[src/hdl/ssrc_pkg.sv]
// constants, modes, states and pin carrier of the start/restart sequencer
package ssrc_pkg;

    // ============================================================
    // clock and tick
    localparam int unsigned SSRC_CLK_PERIOD_NS = 40;
    localparam int unsigned SSRC_TICK_NS       = 1_000_000;
    localparam int unsigned SSRC_TICK_CYCLES   = SSRC_TICK_NS / SSRC_CLK_PERIOD_NS;
    localparam int unsigned SSRC_PRESC_W       = 15;

    // ============================================================
    // timing, in milliseconds (one tick each)
    localparam int unsigned SSRC_POWER_ON_WAIT_MS  = 1500;
    localparam int unsigned SSRC_AUTO_DETECT_MS    = 100;
    localparam int unsigned SSRC_MIN_PULSE_MS      = 80;
    localparam int unsigned SSRC_RESPONSE_MS       = 150;
    localparam int unsigned SSRC_ACT_AUTO_MS       = 1500;
    localparam int unsigned SSRC_ACT_MANUAL_MS     = 100;
    localparam int unsigned SSRC_UPTIME_W          = 11;
    localparam int unsigned SSRC_PULSE_W           = 7;

    // ============================================================
    // modes and run states
    typedef enum logic [1:0] {
        SSRC_MODE_NONE,
        SSRC_MODE_AUTO,
        SSRC_MODE_MANUAL,
        SSRC_MODE_MONITORED
    } ssrc_mode_t;

    typedef enum logic [1:0] {
        SSRC_ST_POWER_UP,
        SSRC_ST_DEENERGIZED,
        SSRC_ST_ENERGIZED,
        SSRC_ST_FAULT
    } ssrc_run_t;

    // ============================================================
    // input pins, all active high
    typedef struct packed {
        logic supply;
        logic am_start;
        logic mon_start;
    } ssrc_pins_t;

    localparam ssrc_pins_t SSRC_PINS_RST = 3'h0;

endpackage

[src/hdl/ssrc_top.sv]
// start/restart sequencer of the safety relay: mode detection, timing, output control
// ============================================================
module ssrc_top
    import ssrc_pkg::*;
#(
    parameter int unsigned TICK_CYCLES = SSRC_TICK_CYCLES
)
(
    input  wire logic  sys_clk,
    input  wire logic  sys_rst,
    input  wire logic  safety_supply_input_pos,
    input  wire logic  auto_manual_start_input,
    input  wire logic  monitored_start_input,
    output logic       start_supply_output,
    output logic       safety_outputs_energized,
    output logic       fault_latched,
    output ssrc_mode_t start_mode
);

    // ============================================================
    // state
    typedef struct packed {
        ssrc_run_t                  run;
        ssrc_mode_t                 mode;
        logic [SSRC_PRESC_W-1:0]    presc;
        logic                       tick;
        logic [SSRC_UPTIME_W-1:0]   uptime_ms;
        logic [SSRC_PULSE_W-1:0]    pulse_ms;
        logic                       am_prev;
        logic                       mon_prev;
        logic                       out_on;
        logic                       fault;
        logic                       supply_out;
    } ssrc_state_t;

    ssrc_state_t q;
    ssrc_state_t d;
    ssrc_pins_t  pins_raw;
    ssrc_pins_t  pins;

    localparam logic [SSRC_UPTIME_W-1:0] WAIT_MS   = SSRC_UPTIME_W'(SSRC_POWER_ON_WAIT_MS);
    localparam logic [SSRC_UPTIME_W-1:0] DETECT_MS = SSRC_UPTIME_W'(SSRC_AUTO_DETECT_MS);
    localparam logic [SSRC_PULSE_W-1:0]  MIN_MS    = SSRC_PULSE_W'(SSRC_MIN_PULSE_MS);
    localparam logic [SSRC_PRESC_W-1:0]  TICK_LAST = SSRC_PRESC_W'(TICK_CYCLES - 1);

    // ============================================================
    // pin conditioning
    // every pin is asynchronous to sys_clk, so all three pass the filter
    assign pins_raw = '{supply:    safety_supply_input_pos,
                        am_start:  auto_manual_start_input,
                        mon_start: monitored_start_input};

    ssrc_sync u_sync (
        .sys_clk    (sys_clk),
        .sys_rst    (sys_rst),
        .pins_raw   (pins_raw),
        .pins_clean (pins)
    );

    // ============================================================
    // sequencing
    logic       am_rise;
    logic       qualified;
    logic       cross_wired;
    logic       both_on;
    logic       mon_misuse;
    logic       am_misuse;
    logic       detected;
    ssrc_mode_t mode_eff;

    always_comb begin
        d         = q;
        // am_prev resets low, so a tied-high channel shows one rise; power-up masks it
        am_rise   = pins.am_start && !q.am_prev;
        // modes are read only once the inputs have settled after power-on
        detected  = q.uptime_ms >= DETECT_MS;
        // falling edge after at least the minimum high time; shorter pulses vanish
        qualified = q.mon_prev && !pins.mon_start && (q.pulse_ms >= MIN_MS);
        // the selecting press also starts the relay, so the new mode is used at once
        mode_eff  = q.mode;

        // ============================================================
        // timing counters
        // fixed-period tick drives every delay count
        d.tick = 1'b0;
        if (q.presc == TICK_LAST) begin
            d.presc = '0;
            d.tick  = 1'b1;
        end else begin
            d.presc = q.presc + SSRC_PRESC_W'(1);
        end

        if (q.tick && (q.uptime_ms < WAIT_MS)) begin
            d.uptime_ms = q.uptime_ms + SSRC_UPTIME_W'(1);
        end

        // width counter saturates at the minimum; cleared once the input is low
        if (!pins.mon_start) begin
            d.pulse_ms = '0;
        end else if (q.tick && (q.pulse_ms < MIN_MS)) begin
            d.pulse_ms = q.pulse_ms + SSRC_PULSE_W'(1);
        end

        d.am_prev  = pins.am_start;
        d.mon_prev = pins.mon_start;

        // ============================================================
        // mode detection
        // the auto/manual channel tied high at detection time means automatic, else first use decides
        if (detected && (q.mode == SSRC_MODE_NONE)) begin
            if (pins.am_start && !am_rise) begin
                mode_eff = SSRC_MODE_AUTO;
            end else if (am_rise) begin
                mode_eff = SSRC_MODE_MANUAL;
            end else if (pins.mon_start) begin
                mode_eff = SSRC_MODE_MONITORED;
            end
        end
        d.mode = mode_eff;

        // both channels in use is a wiring error
        both_on     = pins.am_start && pins.mon_start;
        mon_misuse  = pins.mon_start && (q.mode == SSRC_MODE_AUTO
                                      || q.mode == SSRC_MODE_MANUAL);
        am_misuse   = pins.am_start && (q.mode == SSRC_MODE_MONITORED);
        cross_wired = both_on || mon_misuse || am_misuse;

        // ============================================================
        // run state
        case (q.run)
            SSRC_ST_POWER_UP: begin
                if (detected) begin
                    d.run = SSRC_ST_DEENERGIZED;
                end
            end
            SSRC_ST_DEENERGIZED: begin
                if (pins.supply) begin
                    case (mode_eff)
                        SSRC_MODE_AUTO: begin
                            d.run = SSRC_ST_ENERGIZED;
                        end
                        SSRC_MODE_MANUAL: begin
                            if (am_rise) begin
                                d.run = SSRC_ST_ENERGIZED;
                            end
                        end
                        SSRC_MODE_MONITORED: begin
                            // starts before the power-on wait has run out are ignored
                            if (qualified && (q.uptime_ms >= WAIT_MS)) begin
                                d.run = SSRC_ST_ENERGIZED;
                            end
                        end
                        default: begin
                            d.run = SSRC_ST_DEENERGIZED;
                        end
                    endcase
                end
            end
            SSRC_ST_ENERGIZED: begin
                if (!pins.supply) begin
                    d.run = SSRC_ST_DEENERGIZED;
                end
            end
            SSRC_ST_FAULT: begin
                // no way out of here short of a power cycle
                d.run = SSRC_ST_FAULT;
            end
            default: begin
                d.run = SSRC_ST_FAULT;
            end
        endcase

        // only a new reset leaves the fault state
        if (cross_wired || q.fault) begin
            d.run   = SSRC_ST_FAULT;
            d.fault = 1'b1;
        end

        // registered from the next state, so outputs carry no extra cycle of lag
        d.out_on     = (d.run == SSRC_ST_ENERGIZED);
        // a bridged automatic channel falls with the start supply in fault
        d.supply_out = !d.fault;
    end

    // sys_rst stands for power-on: counters, mode and fault start afresh
    always_ff @(posedge sys_clk) begin
        if (sys_rst) begin
            q <= '{run:        SSRC_ST_POWER_UP,
                   mode:       SSRC_MODE_NONE,
                   presc:      '0,
                   tick:       1'b0,
                   uptime_ms:  '0,
                   pulse_ms:   '0,
                   am_prev:    1'b0,
                   mon_prev:   1'b0,
                   out_on:     1'b0,
                   fault:      1'b0,
                   supply_out: 1'b0};
        end else begin
            q <= d;
        end
    end

    // ============================================================
    // outputs, all straight from the state register
    assign start_supply_output      = q.supply_out;
    assign safety_outputs_energized = q.out_on;
    assign fault_latched            = q.fault;
    assign start_mode               = q.mode;

endmodule

[src/hdl/ssrc_sync.sv]
// three-stage input synchroniser with agreement filter for the pin inputs
module ssrc_sync
    import ssrc_pkg::*;
(
    input  wire logic       sys_clk,
    input  wire logic       sys_rst,
    input  wire ssrc_pins_t pins_raw,
    output ssrc_pins_t      pins_clean
);

    // ============================================================
    // state
    typedef struct packed {
        ssrc_pins_t s1;
        ssrc_pins_t s2;
        ssrc_pins_t s3;
        ssrc_pins_t clean;
    } ssrc_sync_state_t;

    ssrc_sync_state_t q;
    ssrc_sync_state_t d;

    // s1 is read only by s2; a bit moves only when s2 and s3 agree
    always_comb begin
        d       = q;
        d.s1    = pins_raw;
        d.s2    = q.s1;
        d.s3    = q.s2;
        d.clean = (q.s2 & q.s3) | (q.clean & (q.s2 ^ q.s3));
    end

    always_ff @(posedge sys_clk) begin
        if (sys_rst) begin
            q <= {SSRC_PINS_RST, SSRC_PINS_RST, SSRC_PINS_RST, SSRC_PINS_RST};
        end else begin
            q <= d;
        end
    end

    assign pins_clean = q.clean;

endmodule

[config.mk]
export PLATFORM = sky130hd
export DESIGN_NAME = ssrc_top
export DESIGN_NICKNAME = d
export VERILOG_FILES = /design/src/hdl/ssrc_pkg.sv /design/src/hdl/ssrc_top.sv /design/src/hdl/ssrc_sync.sv
export SDC_FILE = /design/constraint.sdc
export NUM_CORES = 1
export LEC_CHECK = 0
export ABC_AREA = 1
export BUFFER_PORTS_ARGS = -buffer_cell sky130_fd_sc_hd__buf_2
export CAP_MARGIN = 20
export CORE_UTILIZATION = 40
export CTS_BUF_LIST = sky130_fd_sc_hd__clkbuf_2 sky130_fd_sc_hd__clkbuf_4 sky130_fd_sc_hd__clkbuf_8
export CTS_CLUSTER_SIZE = 28
export DETAILED_ROUTE_END_ITERATION = 8
export SYNTH_ARGS = -nofsm -noshare
export SYNTH_HDL_FRONTEND = slang
export SYNTH_SLANG_ARGS = --single-unit
[constraint.sdc]
create_clock -name sys_clk -period 4.1 [get_ports sys_clk]
set_input_delay 0.82 -clock sys_clk [delete_from_list [all_inputs] [get_ports sys_clk]]
set_output_delay 0.82 -clock sys_clk [all_outputs]
set_load 0.02 [all_outputs]
==> tab_implementation.tex <==
\begin{tabular}{lr}
\hline
Metric & Value \\
\hline
\multicolumn{2}{l}{\textbf{Status}} \\
Result of the run & finished clean \\
\multicolumn{2}{l}{\textbf{Setup path}} \\
Critical path peak fanout & 25 \\
Critical path data required time & 4.29 ns \\
Critical path capture point type & flip-flop \\
Kind of launch point of the worst setup path & input pin \\
Worst setup path class & in -> reg \\
Worst endpoint data arrival time & 2.17 ns \\
\multicolumn{2}{l}{\textbf{Die}} \\
Area of the die & 6550 um\^{}2 \\
Width of the die & 80.9 um \\
Core Area & about 6000 um\^{}2 \\
Floorplan row count & 28 \\
Ports placed on the boundary & 10 \\
Die span in y & 80.9 um \\
Initial cell density of the core & 0.418 \\
\multicolumn{2}{l}{\textbf{Yosys}} \\
Top\_reg\_cell synth & sky130\_fd\_sc\_hd\_\_dfxtp\_1 \\
Synth async-reset ratio & 0 \\
Syn avg cell area & around 7.6 um\^{}2 \\
Synthesized instance count & 328 \\
Number of synthesized flops with an enable pin & 0 \\
Unique masters post-synth & 34 \\
Yosys warns & 0 \\
Synth Cell Area & 2490 um\^{}2 \\
Sequential share of the synthesized area & 0.442 \\
Post-synthesis sequential element count & 55 \\
Net count after synthesis & about 340 \\
\multicolumn{2}{l}{\textbf{Routing}} \\
Drc violations & 0 \\
Via density per instance & 4.62 \\
Detailed-route via count & 1910 \\
Number of optimization iterations in the first detailed-route pass & 4 \\
Drt first-iter violations & 60 \\
Detailed Route WL & 4080 um \\
Routed length per instance & 9.88 um \\
Antenna-violating nets left & 0 \\
\multicolumn{2}{l}{\textbf{Min path}} \\
Hold crit path type & reg -> reg \\
\multicolumn{2}{l}{\textbf{Power and ir drop}} \\
Peak ir drop on the vdd network & 197 uV \\
Total Power & between 800 and 900 uW \\
Standby leakage power & 1.09 nW \\
PwrDens & 326 nW/um\^{}2 \\
\multicolumn{2}{l}{\textbf{Place}} \\
Placed wire-length estimate & 2980 um \\
Input/output buffers & 9 \\
Total instance count after detailed placement & 406 \\
Placement-stage worst setup slack & 1.79 ns \\
Placer congestion estimate & $\sim$0.76 \\
Placed Instance Area & around 2600 um\^{}2 \\
\multicolumn{2}{l}{\textbf{CTS}} \\
Clock Sinks & 55 \\
Clock buffers created by TritonCTS & 5 \\
Buffers from clock root to sink, at most & 2 \\
Clock Latency Late Sink & 0.30 ns \\
Root Driver & sky130\_fd\_sc\_hd\_\_clkbuf\_8 \\
CTS tree & done \\
Gates resized, CTS repair & 0 \\
H-tree Lvls & 2 \\
Clock transition time at the flip-flop clock pins of the worst setup and hold paths & approximately 0.10 ns \\
Hold bufs inserted after CTS & 0 \\
Buffers inserted by post-CTS timing repair & 0 \\
\multicolumn{2}{l}{\textbf{Global route}} \\
Combined global-route utilization of all metal layers & 0.137 \\
Maximum number of pins on one net before global-route repair & 26 \\
Congestion Overflow GR & 0 \\
Initial antenna violation count & 0 \\
Global-route wire length before repair & 7220 um \\
Number of global-route vias before repair & 1681 \\
\multicolumn{2}{l}{\textbf{STA}} \\
Min Tclk post-route & 1.97 ns \\
Hold Violations, Final & 0 \\
Worst Skew & 0.00958 ns \\
Fraction of the cycle the final worst path needs & 0.481 \\
Final Hold Slack & 0.412 ns \\
Max Slew Vio Count & 0 \\
Peak Freq & 0.507 GHz \\
Worst Max-Slew Pin Slew & slightly above 0.5 ns \\
Slew headroom & 0.662 \\
RSZ-0062 raised after global routing & no \\
Total negative slack & 0 ns \\
Endpoints failing setup & 0 \\
Final Worst Setup Slack & 2.13 ns \\
\multicolumn{2}{l}{\textbf{Final layout}} \\
Post-Route Utilization & 0.451 \\
Layout overhead on the synthesized area & 7.79\% \\
Total number of nets in the final design & 353 \\
Final instance area & between 2000 and 3000 um\^{}2 \\
Fraction of layout instances using a drive strength above 1 & 0.115 \\
Antenna diodes & 0 \\
Non-Filler Instances & 413 \\
\multicolumn{2}{l}{\textbf{Job}} \\
Max cap viols & 0 \\
\hline
\end{tabular}
## critical path: stages
cell and delay (ns):
sky130_fd_sc_hd__buf_2 0.39, sky130_fd_sc_hd__inv_1 0.26, sky130_fd_sc_hd__nand2_1 0.45, sky130_fd_sc_hd__o21bai_1 0.18
sky130_fd_sc_hd__a21oi_1 0.05
## sequential cells by signal, summed over array words and instances (netlist names)
signal / flops
fault_latched: 1
safety_outputs_energized: 1
u_sync.d: 6
q: 38
u_sync.pins_clean: 3
u_sync.q: 3
start_supply_output: 1
start_mode: 2
## per-layer routing
metal | track usage | up-vias | wire length (um)
met5 | 0 | - | 0
met4 | 0.0375 | 0 | 10
met3 | 0.0303 | 2 | 113
met2 | 0.214 | 21 | 1760
met1 | 0.189 | 829 | 2200
li1 | - | 1058 | -
## power by group
part	switching (mW)	internal (mW)	total, mW
clock network	0.167	0.133	0.300
logic	0.0178	0.0100	0.0278
registers	0.00456	0.542	0.546
## cells by family after synthesis
group	Yosys count	synth area share
flops	55	0.442
compound gates	46	0.103
fa+ha+maj	10	0.0502
buf+inv	62	0.0984
simple gates	152	0.296
xor+xnor	3	0.0105
## synthesized netlist by cell type, types with 2 or more instances
library cell / n / area (um^2)
sky130_fd_sc_hd__nor3_2: 2 / 20.0
sky130_fd_sc_hd__nand2_1: 50 / 188
sky130_fd_sc_hd__nor3_1: 11 / 55.1
sky130_fd_sc_hd__a21oi_2: 3 / 26.3
sky130_fd_sc_hd__a31oi_1: 4 / 25.0
sky130_fd_sc_hd__ha_1: 10 / 125
sky130_fd_sc_hd__buf_2: 2 / 10.0
sky130_fd_sc_hd__dfxtp_1: 55 / 1100
sky130_fd_sc_hd__nand3_1: 13 / 65.1
sky130_fd_sc_hd__inv_1: 54 / 203
sky130_fd_sc_hd__o21bai_1: 2 / 15.0
sky130_fd_sc_hd__a21oi_1: 24 / 120
sky130_fd_sc_hd__nor4_1: 4 / 25.0
sky130_fd_sc_hd__o21ai_1: 2 / 10.0
sky130_fd_sc_hd__nor3b_1: 3 / 22.5
sky130_fd_sc_hd__o21ai_0: 9 / 45.0
sky130_fd_sc_hd__nor2_2: 4 / 25.0
sky130_fd_sc_hd__nand2_2: 7 / 43.8
sky130_fd_sc_hd__xor2_1: 3 / 26.3
sky130_fd_sc_hd__nand4_1: 5 / 31.3
sky130_fd_sc_hd__nor2_1: 46 / 173
sky130_fd_sc_hd__buf_4: 2 / 15.0
sky130_fd_sc_hd__clkbuf_1: 2 / 7.51
## placed cells by master (no fill, tap or decap), types with 5 or more instances in the layout
master and count:
sky130_fd_sc_hd__inv_1 54, sky130_fd_sc_hd__nor2_1 46, sky130_fd_sc_hd__nand3_1 13, sky130_fd_sc_hd__nand4_1 5, sky130_fd_sc_hd__buf_2 9, sky130_fd_sc_hd__ha_1 10
sky130_fd_sc_hd__a21oi_1 24, sky130_fd_sc_hd__nor3_1 11, sky130_fd_sc_hd__dfxtp_1 55, sky130_fd_sc_hd__o21ai_0 9, sky130_fd_sc_hd__nand2_1 50, sky130_fd_sc_hd__clkbuf_8 6
sky130_fd_sc_hd__nand2_2 7
## final timing paths
| path | from | to | slack [ns] | cells past startpoint |
|---|---|---|---|---|
| worst max-delay path | sys_rst | q[36] | 2.13 | 5 |
| worst min-delay path | u_sync.d[7] | u_sync.d[4] | 0.41 | 2 |
| worst max register to register | q[24] | q[36] | 2.28 | 7 |
| worst min register to register | u_sync.d[7] | u_sync.d[4] | 0.41 | 2 |
## area by class of cell
cell class,count,area (um^2)
clock buffers,6,82.6
fillers,613,3270
multi-input cells,211,1140
flip-flops and latches,55,1100
repair buffers,9,45.0
clock inverters,1,5.00
well taps,75,93.8
inverters,56,213
Note: power is estimated with default switching activity, not from simulation.
